--- src/logic/fpas_pkg.sv ---
// Shared constants, types and state record for the floating add/subtract datapath
package fpas_pkg;

  // Datapath widths
  localparam int FRAC_W = 60;
  localparam int EXP_W  = 10;
  localparam int LZ_W   = 6;
  localparam int CODE_W = 4;

  // Fraction and exponent field positions
  localparam int FRAC_MSB   = 59;
  localparam int FRAC_HIDE  = 58;
  localparam int EXP_MSB    = 9;

  // Alignment limits, single and double precision
  localparam logic [EXP_W-1:0] OOR_SGL    = 10'h019;
  localparam logic [EXP_W-1:0] OOR_DBL    = 10'h039;
  localparam logic [EXP_W-1:0] ALIGN_STEP = 10'h008;
  localparam logic [EXP_W-1:0] EXP_ZERO   = 10'h000;
  localparam logic [3:0]       ALIGN_MAX  = 4'h8;

  // Normalization step and shift-control codes
  localparam logic [LZ_W-1:0]   NORM_STEP  = 6'h07;
  localparam logic [CODE_W-1:0] CODE_STEP  = 4'h7;
  localparam logic [CODE_W-1:0] CODE_RIGHT = 4'hF;
  localparam logic [CODE_W-1:0] CODE_NONE  = 4'h0;

  // Fraction constants, round bit at 34 (single) or 2 (double)
  localparam logic [FRAC_W-1:0] FRAC_ZERO    = 60'h000000000000000;
  localparam logic [FRAC_W-1:0] FRAC_ONE     = 60'h000000000000001;
  localparam logic [FRAC_W-1:0] FRAC_RND_SGL = 60'h000000400000000;
  localparam logic [FRAC_W-1:0] FRAC_RND_DBL = 60'h000000000000004;

  typedef logic [FRAC_W-1:0] fpas_frac_t;
  typedef logic [EXP_W-1:0]  fpas_exp_t;

  // One operand or result: sign, exponent, fraction
  typedef struct packed {
    logic       sign;
    fpas_exp_t  exp;
    fpas_frac_t frac;
  } fpas_opnd_s;

  // Floating condition codes
  typedef struct packed {
    logic n;
    logic z;
  } fpas_cc_s;

  typedef enum logic [3:0] {
    S_IDLE, S_LOOKUP, S_ALIGN, S_ARITH, S_ZTEST, S_ZRESTORE, S_NEGATE, S_NORM_ENC, S_NORM, S_DONE
  } fpas_state_e;

  // Whole state of the datapath sequencer
  typedef struct packed {
    fpas_state_e       state;
    fpas_frac_t        a;
    fpas_frac_t        q;
    fpas_exp_t         er;
    fpas_exp_t         sc;
    fpas_exp_t         dexp;
    fpas_exp_t         sexp;
    logic              sd;
    logic              ss;
    logic              op_sub;
    logic              dbl;
    logic              trunc;
    logic              diff_neg;
    logic              diff_zero;
    logic              rounded;
    logic              enc_right;
    logic              enc_within;
    logic [CODE_W-1:0] enc_code;
    logic              busy;
    logic              done;
    fpas_opnd_s        res;
    fpas_cc_s          cc;
  } fpas_core_s;

endpackage

--- src/logic/fpas_align_rom.sv ---
// Exponent-difference lookup: magnitude, negative magnitude and out-of-range flag
`timescale 1ns/1ps
module fpas_align_rom
  import fpas_pkg::*;
(
  input  wire fpas_exp_t diff_i,
  input  wire logic      double_i,
  output fpas_exp_t      abs_o,
  output fpas_exp_t      neg_abs_o,
  output logic           oor_o
);

  // Difference is two's complement; bit 9 marks a negative difference
  always_comb begin
    abs_o     = diff_i[EXP_MSB] ? (EXP_ZERO - diff_i) : diff_i;
    neg_abs_o = EXP_ZERO - abs_o;
    oor_o     = abs_o > (double_i ? OOR_DBL : OOR_SGL);
  end

endmodule

--- src/logic/fpas_norm_enc.sv ---
// Normalization shift encoder: direction, count and within-seven flag
`timescale 1ns/1ps
module fpas_norm_enc
  import fpas_pkg::*;
(
  input  wire fpas_frac_t   frac_i,
  output logic [CODE_W-1:0] code_o,
  output logic              right_o,
  output logic              within_o,
  output logic              zero_o
);

  logic [FRAC_MSB:0] seen_w;
  logic [LZ_W-1:0]   acc_w [0:FRAC_MSB];
  logic [LZ_W-1:0]   lz_w;

  assign seen_w[FRAC_MSB] = 1'b0;
  assign acc_w[FRAC_MSB]  = '0;

  // Priority chain from bit 58 down; the topmost one sets the left count
  genvar i;
  for (i = 0; i < FRAC_MSB; i++) begin : g_bit
    assign seen_w[i] = seen_w[i+1] | frac_i[i];
    assign acc_w[i]  = acc_w[i+1] | ((frac_i[i] & ~seen_w[i+1]) ? LZ_W'(FRAC_HIDE - i) : '0);
  end

  assign lz_w = acc_w[0];

  // Right shift wins; left counts above seven are clipped to one step
  always_comb begin
    right_o  = frac_i[FRAC_MSB];
    zero_o   = ~seen_w[0] & ~frac_i[FRAC_MSB];
    within_o = right_o | (lz_w <= NORM_STEP);
    if (right_o) begin
      code_o = CODE_RIGHT;
    end else if (within_o) begin
      code_o = lz_w[CODE_W-1:0];
    end else begin
      code_o = CODE_STEP;
    end
  end

endmodule

--- src/logic/fpas_core.sv ---
// Floating add/subtract sequencer: sign, alignment, zero test, normalization, rounding
//
// Summary of operation
// - Subtract of negatives: keep dest sign if difference positive, else inverted source sign.
// - Alignment beyond 25 single or 57 double is skipped; larger operand returned unshifted.
// - Difference lookup yields negative magnitude and out-of-range flag; in range, load exponent.
// - Every nonzero result fraction leaves with bit 59 clear and bit 58 set; zero leaves as all zeros.
// - Unaligned subtract: negative nonzero; positive decremented, sign change means zero.
// - Normalization rounds or truncates by truncate select and updates condition codes.
// - Smaller-exponent fraction is right-shifted; result exponent is the larger one.
// - Step counter gets dest minus source exponent; dest fraction to A, source to Q.
// - Within eight, shift remaining count, then add or subtract, exponent gets larger one.
// - Beyond eight, shift smaller fraction eight and reduce step counter by eight, repeat.
// - Result sign from source if difference negative, from destination if positive.
// - Result bit 59 set shifts right one; bits 59 and 58 clear shift left.
// - Within seven, normalize in one pass; otherwise shift seven per pass and re-examine.
// - Shift count and direction are encoded one state before the shift happens.
// - Truncate passes shifted value; round adds bit 34 single or bit 2 double.
// - Rounding overflow into bit 59 is caught and corrected by a one-place shift.
// - Exponent adds right shifts and subtracts left shifts through the exponent mux.
// - One right shift sends four ones, sign-extended to ten, subtracted: exponent plus one.
// - Effective subtraction computes A minus B and checks for zero or negative.
// - Like-sign add or unlike-sign subtract is a magnitude addition.
// - A difference with bit 59 set is two's complemented before normalization.
// - A zero difference writes zeros to the destination accumulator.
`timescale 1ns/1ps
module fpas_core
  import fpas_pkg::*;
(
  input  wire logic       ref_clk_i,
  input  wire logic       rstn_i,
  input  wire logic       start_i,
  input  wire logic       op_sub_i,
  input  wire logic       double_i,
  input  wire logic       truncate_select_i,
  input  wire fpas_opnd_s dest_i,
  input  wire fpas_opnd_s src_i,
  output logic            busy_o,
  output logic            done_o,
  output fpas_opnd_s      result_o,
  output fpas_cc_s        cc_o
);

  fpas_core_s        st_ff;
  fpas_core_s        nxt_st;

  fpas_exp_t         rom_abs;
  fpas_exp_t         rom_neg_abs;
  logic              rom_oor;
  logic [CODE_W-1:0] enc_code;
  logic              enc_right;
  logic              enc_within;
  logic              enc_zero;

  logic              eff_sub;
  logic              neg_sign;
  fpas_exp_t         big_exp;
  logic [3:0]        align_amt;
  fpas_frac_t        small_sh;
  fpas_frac_t        fsum;
  fpas_frac_t        fdiff;
  fpas_frac_t        fdec;
  fpas_frac_t        finc;
  fpas_frac_t        fneg;
  fpas_frac_t        norm_sh;
  fpas_frac_t        rbit;
  fpas_exp_t         bmx_val;
  fpas_exp_t         er_adj;
  logic              do_round;

  // Difference lookup on the step counter
  fpas_align_rom u_rom (
    .diff_i    (st_ff.sc),
    .double_i  (st_ff.dbl),
    .abs_o     (rom_abs),
    .neg_abs_o (rom_neg_abs),
    .oor_o     (rom_oor)
  );

  // Encoder watches the A fraction as it returns from the ALU
  fpas_norm_enc u_enc (
    .frac_i   (st_ff.a),
    .code_o   (enc_code),
    .right_o  (enc_right),
    .within_o (enc_within),
    .zero_o   (enc_zero)
  );

  // Effective operation and signs
  assign eff_sub  = st_ff.op_sub ? (st_ff.ss == st_ff.sd) : (st_ff.ss != st_ff.sd);
  assign neg_sign = st_ff.op_sub ? ~st_ff.ss : st_ff.ss;
  assign big_exp  = st_ff.diff_neg ? st_ff.sexp : st_ff.dexp;

  // Alignment shifter: at most eight places per state
  assign align_amt = (st_ff.sc > ALIGN_STEP) ? ALIGN_MAX : st_ff.sc[3:0];
  assign small_sh  = (st_ff.diff_neg ? st_ff.a : st_ff.q) >> align_amt;

  // Fraction ALU, 60 bits, no carry out kept
  assign fsum  = st_ff.a + st_ff.q;
  assign fdiff = st_ff.a - st_ff.q;
  assign fdec  = st_ff.a - FRAC_ONE;
  assign finc  = st_ff.a + FRAC_ONE;
  assign fneg  = FRAC_ZERO - st_ff.a;

  // Normalizing shifter uses the code registered one state earlier
  assign norm_sh  = st_ff.enc_right ? {1'b0, st_ff.a[FRAC_MSB:1]} : (st_ff.a << st_ff.enc_code);
  assign rbit     = st_ff.dbl ? FRAC_RND_DBL : FRAC_RND_SGL;
  assign do_round = st_ff.enc_within & ~st_ff.rounded & ~st_ff.trunc;

  // Exponent mux sign-extends the four-bit code; the ALU subtracts it
  assign bmx_val = {{(EXP_W-CODE_W){st_ff.enc_code[CODE_W-1]}}, st_ff.enc_code};
  assign er_adj  = st_ff.er - bmx_val;

  // Sequencer: one microstate per state, all state in one record
  always_comb begin
    nxt_st      = st_ff;
    nxt_st.done = 1'b0;
    unique case (st_ff.state)
      S_IDLE: begin
        if (start_i) begin
          nxt_st.sc      = dest_i.exp - src_i.exp;
          nxt_st.a       = dest_i.frac;
          nxt_st.q       = src_i.frac;
          nxt_st.sd      = dest_i.sign;
          nxt_st.ss      = src_i.sign;
          nxt_st.dexp    = dest_i.exp;
          nxt_st.sexp    = src_i.exp;
          nxt_st.op_sub  = op_sub_i;
          nxt_st.dbl     = double_i;
          nxt_st.trunc   = truncate_select_i;
          nxt_st.rounded = 1'b0;
          nxt_st.state   = S_LOOKUP;
        end
      end
      S_LOOKUP: begin
        nxt_st.diff_neg  = st_ff.sc[EXP_MSB];
        nxt_st.diff_zero = (st_ff.sc == EXP_ZERO);
        if (rom_oor) begin
          // Smaller operand would fall off the register: larger one is the answer
          nxt_st.a     = st_ff.sc[EXP_MSB] ? st_ff.q : st_ff.a;
          nxt_st.er    = st_ff.sc[EXP_MSB] ? st_ff.sexp : st_ff.dexp;
          nxt_st.sd    = (st_ff.sc[EXP_MSB] && eff_sub) ? neg_sign : st_ff.sd;
          nxt_st.state = S_DONE;
        end else begin
          nxt_st.er    = rom_neg_abs;
          nxt_st.sc    = rom_abs;
          nxt_st.state = S_ALIGN;
        end
      end
      S_ALIGN: begin
        if (st_ff.diff_neg) begin
          nxt_st.a = small_sh;
        end else begin
          nxt_st.q = small_sh;
        end
        if (st_ff.sc > ALIGN_STEP) begin
          nxt_st.sc = st_ff.sc - ALIGN_STEP;
          nxt_st.er = st_ff.er + ALIGN_STEP;
        end else begin
          nxt_st.sc    = EXP_ZERO;
          nxt_st.er    = big_exp;
          nxt_st.state = S_ARITH;
        end
      end
      S_ARITH: begin
        if (!eff_sub) begin
          nxt_st.a     = fsum;
          nxt_st.state = S_NORM_ENC;
        end else begin
          nxt_st.a = fdiff;
          if (st_ff.diff_zero) begin
            nxt_st.state = S_ZTEST;
          end else if (st_ff.diff_neg) begin
            nxt_st.state = S_NEGATE;
          end else begin
            // Aligned source is smaller: difference cannot be negative or zero
            nxt_st.state = S_NORM_ENC;
          end
        end
      end
      S_ZTEST: begin
        if (st_ff.a[FRAC_MSB]) begin
          nxt_st.state = S_NEGATE;
        end else begin
          nxt_st.a = fdec;
          if (fdec[FRAC_MSB]) begin
            nxt_st.a     = FRAC_ZERO;
            nxt_st.er    = EXP_ZERO;
            nxt_st.sd    = 1'b0;
            nxt_st.state = S_DONE;
          end else begin
            nxt_st.state = S_ZRESTORE;
          end
        end
      end
      S_ZRESTORE: begin
        // Undo the probe decrement before normalizing
        nxt_st.a     = finc;
        nxt_st.state = S_NORM_ENC;
      end
      S_NEGATE: begin
        nxt_st.a     = fneg;
        nxt_st.sd    = neg_sign;
        nxt_st.state = S_NORM_ENC;
      end
      S_NORM_ENC: begin
        nxt_st.enc_right  = enc_right;
        nxt_st.enc_within = enc_within;
        nxt_st.enc_code   = enc_code;
        if (enc_zero) begin
          // Zero sum would never normalize; deliver a clean zero
          nxt_st.a     = FRAC_ZERO;
          nxt_st.er    = EXP_ZERO;
          nxt_st.sd    = 1'b0;
          nxt_st.state = S_DONE;
        end else if (!enc_right && (enc_code == CODE_NONE) && st_ff.rounded) begin
          nxt_st.state = S_DONE;
        end else begin
          nxt_st.state = S_NORM;
        end
      end
      S_NORM: begin
        // Round overflow lands in bit 59 and is caught on the next encode
        nxt_st.a  = do_round ? (norm_sh + rbit) : norm_sh;
        nxt_st.er = er_adj;
        if (st_ff.enc_within) begin
          nxt_st.rounded = 1'b1;
        end
        nxt_st.state = S_NORM_ENC;
      end
      S_DONE: begin
        nxt_st.res.sign = st_ff.sd;
        nxt_st.res.exp  = st_ff.er;
        nxt_st.res.frac = st_ff.a;
        nxt_st.cc.n     = st_ff.sd;
        nxt_st.cc.z     = (st_ff.a == FRAC_ZERO);
        nxt_st.done     = 1'b1;
        nxt_st.state    = S_IDLE;
      end
      default: begin
        nxt_st.state = S_IDLE;
      end
    endcase
    nxt_st.busy = (nxt_st.state != S_IDLE);
  end

  // State register
  always_ff @(posedge ref_clk_i or negedge rstn_i) begin
    if (!rstn_i) begin
      st_ff <= '0;
    end else begin
      st_ff <= nxt_st;
    end
  end

  // Outputs come straight from the state record
  assign busy_o   = st_ff.busy;
  assign done_o   = st_ff.done;
  assign result_o = st_ff.res;
  assign cc_o     = st_ff.cc;

  // Nonzero results leave normalized
  a_result_norm: assert property (
    @(posedge ref_clk_i) disable iff (!rstn_i)
    done_o && !cc_o.z |-> !result_o.frac[FRAC_MSB] && result_o.frac[FRAC_HIDE])
    else $error("result fraction not normalized");

  // Out-of-range difference skips alignment and finishes next
  a_oor_skip: assert property (
    @(posedge ref_clk_i) disable iff (!rstn_i)
    (st_ff.state == S_LOOKUP) && rom_oor |=> (st_ff.state == S_DONE)
      && (st_ff.a == ($past(st_ff.sc[EXP_MSB]) ? $past(st_ff.q) : $past(st_ff.a))) ##1 done_o)
    else $error("out of range difference did not return larger operand");

  // In range, exponent register holds the negative magnitude
  a_lookup_er: assert property (
    @(posedge ref_clk_i) disable iff (!rstn_i)
    (st_ff.state == S_LOOKUP) && !rom_oor |=> (st_ff.er == $past(rom_neg_abs)) && (st_ff.state == S_ALIGN))
    else $error("negative difference not loaded");

  // Start loads step counter and fractions
  a_start_load: assert property (
    @(posedge ref_clk_i) disable iff (!rstn_i)
    (st_ff.state == S_IDLE) && start_i |=> (st_ff.sc == $past(dest_i.exp) - $past(src_i.exp))
      && (st_ff.a == $past(dest_i.frac)) && (st_ff.q == $past(src_i.frac)))
    else $error("operands not loaded on start");

  // Long alignment steps by eight
  a_align_step: assert property (
    @(posedge ref_clk_i) disable iff (!rstn_i)
    (st_ff.state == S_ALIGN) && (st_ff.sc > ALIGN_STEP) |=> (st_ff.sc == $past(st_ff.sc) - ALIGN_STEP)
      && (st_ff.state == S_ALIGN))
    else $error("alignment step not eight");

  // Last alignment pass loads the larger exponent
  a_align_end: assert property (
    @(posedge ref_clk_i) disable iff (!rstn_i)
    (st_ff.state == S_ALIGN) && (st_ff.sc <= ALIGN_STEP) |=> (st_ff.state == S_ARITH)
      && (st_ff.er == ($past(st_ff.diff_neg) ? st_ff.sexp : st_ff.dexp)))
    else $error("larger exponent not loaded after alignment");

  // A single right normalization raises the exponent by one
  // A round carry may set bit 59 again; the next encode corrects it
  a_right_incr: assert property (
    @(posedge ref_clk_i) disable iff (!rstn_i)
    (st_ff.state == S_NORM) && st_ff.enc_right |=> (st_ff.er == $past(st_ff.er) + 10'h001)
      && (!st_ff.a[FRAC_MSB] || $past(do_round)))
    else $error("right normalization did not increment exponent");

  // Encoded code is applied in the state after encoding
  a_enc_ahead: assert property (
    @(posedge ref_clk_i) disable iff (!rstn_i)
    (st_ff.state == S_NORM_ENC) && !enc_zero ##1 (st_ff.state == S_NORM)
      |-> (st_ff.enc_code == $past(enc_code)) && (st_ff.enc_right == st_ff.a[FRAC_MSB])
      && (st_ff.enc_right || !st_ff.enc_within || norm_sh[FRAC_HIDE]))
    else $error("shift code not registered ahead of shift");

  // Negative unaligned difference is never mistaken for zero
  a_ztest_neg: assert property (
    @(posedge ref_clk_i) disable iff (!rstn_i)
    (st_ff.state == S_ZTEST) && st_ff.a[FRAC_MSB] |=> (st_ff.state == S_NEGATE))
    else $error("negative difference taken for zero");

  // A zero difference is written as zeros and finishes
  a_zero_write: assert property (
    @(posedge ref_clk_i) disable iff (!rstn_i)
    (st_ff.state == S_ZTEST) && !st_ff.a[FRAC_MSB] && (st_ff.a == FRAC_ZERO)
      |=> (st_ff.a == FRAC_ZERO) ##1 done_o && cc_o.z && !result_o.sign)
    else $error("zero difference not reported as zero");

  // Negative difference is complemented and signed from the source
  a_neg_comp: assert property (
    @(posedge ref_clk_i) disable iff (!rstn_i)
    (st_ff.state == S_NEGATE) |=> (st_ff.a == FRAC_ZERO - $past(st_ff.a))
      && (st_ff.sd == ($past(st_ff.op_sub) ? ~$past(st_ff.ss) : $past(st_ff.ss))))
    else $error("negative difference not complemented");

  // Truncate mode passes the shifted fraction untouched
  a_trunc_pass: assert property (
    @(posedge ref_clk_i) disable iff (!rstn_i)
    (st_ff.state == S_NORM) && st_ff.trunc |=> st_ff.a == $past(norm_sh))
    else $error("truncate mode altered the fraction");

endmodule

--- config.mk ---
export PLATFORM = sky130hd
export DESIGN_NAME = fpas_core
export DESIGN_NICKNAME = d
export VERILOG_FILES = /design/src/logic/fpas_pkg.sv /design/src/logic/fpas_align_rom.sv /design/src/logic/fpas_norm_enc.sv /design/src/logic/fpas_core.sv
export SDC_FILE = /design/constraint.sdc
export NUM_CORES = 2
export LEC_CHECK = 0
export ABC_CLOCK_PERIOD_IN_PS = 6900
export BUFFER_PORTS_ARGS = -buffer_cell sky130_fd_sc_hd__buf_2
export CAP_MARGIN = 40
export CELL_PAD_IN_SITES_DETAIL_PLACEMENT = 2
export CELL_PAD_IN_SITES_GLOBAL_PLACEMENT = 2
export CORE_MARGIN = 3
export CORE_UTILIZATION = 34
export CTS_BUF_LIST = sky130_fd_sc_hd__clkbuf_16
export DETAILED_ROUTE_END_ITERATION = 16
export PLACE_DENSITY = 0.82
export RECOVER_POWER = 25
export SYNTH_ARGS = -nofsm -noshare
export SYNTH_HDL_FRONTEND = slang
export SYNTH_SLANG_ARGS = --single-unit
--- constraint.sdc ---
create_clock -name ref_clk_i -period 6.9 [get_ports ref_clk_i]
set_clock_uncertainty 0.15 [all_clocks]
set_input_delay 1.035 -clock ref_clk_i [delete_from_list [all_inputs] [get_ports ref_clk_i]]
set_output_delay 1.035 -clock ref_clk_i [all_outputs]
set_load 0.02 [all_outputs]
==> Word level (Yosys, flattened, before mapping) <==
Index checks and enable logic that the tools add are counted.
{ "word_totals": {"reg_bits": 252, "in_bits": 148} }
{ "classes": {"eq_ne": 22, "magnitude_cmp": 3, "muxes": 110, "n_addsub": 12, "shifts": 2, "n_reduce_logical": 24, "n_bitwise": 240} }
{ "ops": {"columns": ["cell", "count"], "rows": [
  ["$mux W60", 9],
  ["$pmux W60 S9", 1],
  ["$or A6 B6 Y6", 56],
  ["$mux W6", 28],
  ["$mux W124", 1],
  ["$pmux W60 S2", 1],
  ["$mux W10", 8],
  ["$mux W5", 16],
  ["$mux W74", 1],
  ["$mux W35", 2],
  ["$mux W4", 17],
  ["$mux W64", 1],
  ["$not A1 Y1", 63],
  ["$and A1 B1 Y1", 61],
  ["$add A60 B1 Y60 const B", 1],
  ["$add A60 B35 Y60", 1],
  ["$add A60 B60 Y60", 1],
  ["$logic_not A60 Y1", 1],
  ["$shl A60 B4 Y60", 1],
  ["$shr A60 B4 Y60", 1],
  ["$sub A1 B60 Y60 const A", 1],
  ["$sub A60 B1 Y60 const B", 1],
  ["$sub A60 B60 Y60", 1],
  ["$mux W59", 1],
  ["40 further kinds", 138]
]} }

==> Longest topological paths before layout <==
{ "logic_depth": {"word_depth": 72, "ltp_mapped": 29, "ltp_nobuf": 25} }

==> Cells and area by module <==
Synthesis repeated with hierarchy kept, for this count alone.
{ "unflattened": {"hier_cells": 4155, "hier_area_um2": 32628.8} }
{ "modules_own_cells": {"columns": ["mod", "instances", "area_per_inst_um2", "cells_per_inst", "seq_area_each_um2"], "rows": [
  ["fpas_core", 1, 31450.2, 3973, 6306.0],
  ["fpas_norm_enc", 1, 600.6, 97, 0.0],
  ["fpas_align_rom", 1, 578.1, 85, 0.0]
]} }

==> Worst setup path after synthesis <==
OpenSTA, ideal clock, no wires.
{ "synth_path": {"kind": "reg-to-reg", "start": "reg st_ff[129] (netlist bit)", "end": "reg st_ff[243] (netlist bit)", "path_buffers": 3, "path_slack_ns": 0.469, "t_arrival_ns": 6.146, "t_required_ns": 6.615, "synth_period_minus_slack_ns": 6.431, "path_stages_with_launch": 29, "setup_ns": 0.135, "cell_sequence": "dfrtp_1 -> clkbuf_1 -> inv_1 -> ha_1 -> nor4b_4 -> nand4_2 -> o41a_1 -> a311oi_2 -> nor3b_4 -> and4_1 -> buf_2 -> nand2_1 -> nor2_1 -> nand2_1 -> or3_1 -> a21oi_1 -> ha_1 -> clkbuf_1 -> a21o_1 -> a21oi_1 -> o21ai_0 -> a2111oi_0 -> o41ai_1 -> nand2_1 -> o21ai_0 -> o41ai_1 -> xnor2_1 -> a221oi_1 -> o21ai_0"} }
{ "synth_between": {"elab_chain_len": 4, "word_cells_on_any_way": 7} }
{ "synth_rtl": {"columns": ["element", "line_no", "source"], "rows": [
  ["start: declaration", "fpas_core.sv:44", "fpas_core_s st_ff;"],
  ["start signal: assignment", "fpas_core.sv:252", "st_ff <= nxt_st;"],
  ["branches (longest 3 deep; another with $add A60 B60 Y60)", null, null],
  ["$pmux W60 S9 (*)", "fpas_core.sv:118", "unique case (st_ff.state)"]
]} }
Mark *: on every way between the ends. The select of a mux whose other input is x is not followed.
A chain may end at the register's enable or synchronous reset.

==> Worst setup path in the final report <==
{ "layout_path": {"start": "reg st_ff[129] (netlist bit)", "end": "reg st_ff[248] (netlist bit)"} }
The elaborated chain is that of the path after synthesis.

==> PnR_summary.wiki <==
{| class="wikitable"
! Metric !! Value
|-
| Outcome || finished with violations
|-
| Failing checks || capacitance limit, slew limit
|-
| Number of H-tree levels || 2
|-
| Endpoint of the worst hold-timing path || result_o[64]
|-
| Setup TNS || 0 ns
|-
| Initial cell density of the core || 0.3454
|-
| Kind of end point of the critical path || flip-flop
|-
| Syn. warnings || 0
|-
| Reg2Reg Launch Point || st_ff[129]
|-
| Cell with the biggest individual delay on the critical path || or4_1
|-
| Antenna violations before repair || 4
|-
| Class of the worst hold path || flip-flop to flip-flop
|-
| Arrival time at the worst endpoint || between 6 and 7 ns
|-
| Number of unique standard cell types used by synthesis || around 110
|-
| Total number of clock tree sinks || ~250
|-
| Total routing resource utilization after global routing || 0.3232
|-
| Crit path required time || between 7 and 8 ns
|-
| Top flip-flop cell by instance count after synthesis || dfrtp_1
|-
| Core Box Area || 92360 µm²
|-
| Number of buffers added on ports || 222
|-
| Critical path fanouts, max || 11
|-
| Net count of the mapped netlist || roughly 4400
|-
| Remaining design rule violation count || 0
|-
| Post-layout min period || between 6 and 7 ns
|-
| Cell Rows || around 110
|-
| Relative max-transition margin || -1.151
|-
| Post-Syn Instances || roughly 4100
|-
| Maximum number of pins on one net before global-route repair || 151
|-
| Half-perimeter wire length after placement || ~130 mm
|-
| Highest achievable clock rate || 0.1505 GHz
|-
| Depth of the worst register-to-register path || 25
|-
| Avg Synthesized Cell Area || roughly 7.7 µm²
|-
| Async S/R FF share, synth || 1.000
|-
| Setup Viol. Count Final || 0
|-
| Final weighted congestion of routability-driven global placement || ~1
|-
| NumNets Final || ~4400
|-
| Syn-to-layout area delta || 11.95%
|-
| Vias in the first global route || roughly 37000
|-
| Reg clk slew, reported paths || 0.06 ns
|-
| Cell depth of the worst hold path || 1
|-
| Final core utilization || 0.3867
|-
| CP startpoint kind || flip-flop
|-
| Fin. Hold Viols || 0
|-
| Slack of the worst reg-to-reg path || between 0.2 and 0.3 ns
|-
| Wirelength, routed || roughly 160 mm
|-
| Netlist area before placement || about 32000 µm²
|-
| Die boundary height || around 310 µm
|-
| Antenna-violating nets left || 0
|-
| Start-to-end type of the worst setup path || flip-flop to flip-flop
|-
| Root Driver || clkbuf_16
|-
| Number of DRC markers after the initial detailed-route iteration || around 3100
|-
| Cts-stage hold buffer count || 0
|-
| Via-per-instance ratio || about 6.4
|-
| Part of the Yosys area used for sequential elements || 0.1977
|-
| Wire length of the first global-routing pass || between 200 and 250 mm
|-
| Reg-to-reg critical path endpoint || st_ff[248]
|-
| Total grt overflow || 0
|-
| Clock tree from TritonCTS || done
|-
| Slowest Stage Delay on Critical Path || 0.61 ns
|-
| CTS max path bufs || 3
|-
| Critical path's most frequent cell || nand4_1
|-
| Count of boundary I/O pins || 223
|-
| Worst-Skew Late Latency || roughly 0.6 ns
|-
| Final period utilization || 0.9633
|-
| Floorplan die width || 312.3 µm
|-
| Total number of vias || 34890
|-
| Number of pins exceeding their max-slew limit in the final report || ~260
|-
| Avg WL per Cell || roughly 30 µm
|-
| Layout cell share with drive strength beyond 1 || 0.1964
|-
| DIE AREA || ~98000 µm²
|-
| Number of flip-flops and latches in the synthesized netlist || 252
|-
| Max-cap check violation count || 3
|-
| Count of flip-flops with a built-in enable after synthesis || 0
|-
| Total iterations of the first detailed-routing run || 6
|-
| Measured slew at the worst slew-check pin || 3.227 ns
|-
| Unrepaired setup endpoints after global routing || yes
|-
| Startpoint of the worst hold path || result_o[64]
|-
| Cts bufs inserted || 38
|}
what timing repair did:
action	in CTS	in global routing
pin swaps	0	6
resized for setup	7	38
buffers inserted	0	8
endpoints found under the setup margin	6	24
cells in the final DEF, fill, tap and decap left out, drive strengths merged, types with 24 or more instances in the layout:
| cell type | count |
|---|---|
| nand2b | 27 |
| nor3 | 84 |
| nor4 | 66 |
| and3 | 30 |
| mux2 | 144 |
| nand4 | 42 |
| inv | 92 |
| or3 | 37 |
| ha | 90 |
| a211oi | 43 |
| or4 | 29 |
| buf | 420 |
| and2 | 27 |
| nor2b | 27 |
| a21o | 34 |
| nand2 | 452 |
| xnor2 | 172 |
| o22ai | 24 |
| dfrtp | 252 |
| a22oi | 73 |
| a221oi | 56 |
| o21ai | 224 |
| nand3 | 95 |
| nor2 | 458 |
| xor2 | 113 |
| mux2i | 183 |
| o211ai | 40 |
| o2111ai | 25 |
| clkbuf | 42 |
| a21oi | 303 |
| a31oi | 91 |
| mux4 | 65 |
layer usage:
metal,GRT usage,wire length (µm),up-vias
met5,0,0,-
met4,0.2157,12870,0
met3,0.04224,8863,466
met2,0.5515,78450,1370
met1,0.3790,63480,17820
li1,-,-,15230
synthesized netlist by cell type (28+ instances only):
library cell  instances  area (µm²)
a21oi_1             303        1516
a22oi_1              73       548.0
xnor2_1             172        1506
inv_1                83       311.6
o21ai_0             218        1091
xor2_1              113       989.7
mux4_2               65        1464
or3_1                37       231.5
o211ai_1             39       292.8
a211oi_1             40       300.3
dfrtp_1             252        6306
ha_1                 90        1126
mux2_2              144        1622
nand3_1              95       475.5
nand4_1              39       244.0
a31oi_1              91       569.3
mux2i_1             183        1832
buf_1                40       150.1
nor4_1               53       331.6
nor2_1              458        1719
and3_1               30       187.7
buf_4                77       578.1
a21o_1               34       255.2
nor3_1               80       400.4
nand2_1             452        1697
clkbuf_1            289        1085
a221oi_1             55       481.7
buf_2                28       140.1
registers in the layout, summed over array words and instances (netlist names):
name      flops
st_ff       174
cc_o          2
done_o        1
result_o     70
bmx_val       4
busy_o        1
worst max-delay path: cells and delay by family (launching register included):
kind                     cells  cell delay [ns]
buffers and inverters        4             0.75
flip-flops                   1             0.39
AND/OR/NAND/NOR             11             2.70
AO/OA/AOI/OAI                6             1.35
adder cells (fa/ha/maj)      2             0.56
XOR/XNOR                     2             0.61
metrics by stage:
| step | hold WS (ns) | std cells | setup WS (ns) | area [µm²] |
|---|---|---|---|---|
| 2_1_floorplan | 0.3156 | 4144 | 0.4690 | 31900 |
| 3_3_place_gp | 0.3361 | 5354 | -0.06242 | 34140 |
| 3_5_place_dp | 0.3423 | 5358 | -0.1533 | 34220 |
| 4_1_cts | 0.2080 | 5426 | 0.01922 | 35500 |
| 5_1_grt | 0.3695 | 5434 | -0.06158 | 35710 |
| 6_report | 0.3512 | 5436 | 0.2535 | 35720 |
kinds of logic after synthesis:
family	after synthesis	synth area share
xor+xnor	287	0.07970
mux	392	0.1541
fa+ha+maj	93	0.03718
simple gates	1450	0.2189
compound gates	1140	0.2372
buf+inv	530	0.07526
flops	252	0.1977
how the worst max path moves through the flow:
stage               start    endpoint  slack, ns
2_1_floorplan  st_ff[129]  st_ff[243]       0.47
3_3_place_gp   st_ff[129]  st_ff[243]      -0.06
3_5_place_dp   st_ff[129]  st_ff[243]      -0.15
4_1_cts        st_ff[129]  st_ff[248]       0.02
5_1_grt        st_ff[137]  st_ff[242]      -0.06
6_report       st_ff[129]  st_ff[248]       0.25
layout make-up:
type                            count  area, µm²
Timing Repair Buffer              423       2736
Multi-Input combinational cell   3362      23540
Inverter                           86      322.8
Sequential cell                   252       6317
Clock buffer                       39      975.9
Tap cell                         1243       1555
Fill cell                       10610      56640
Clock inverter                     29      267.8
Antenna cell                        2      5.005
Power is not shown: default switching activity piles up to over one toggle a cycle in this logic, so the estimate is an artifact.
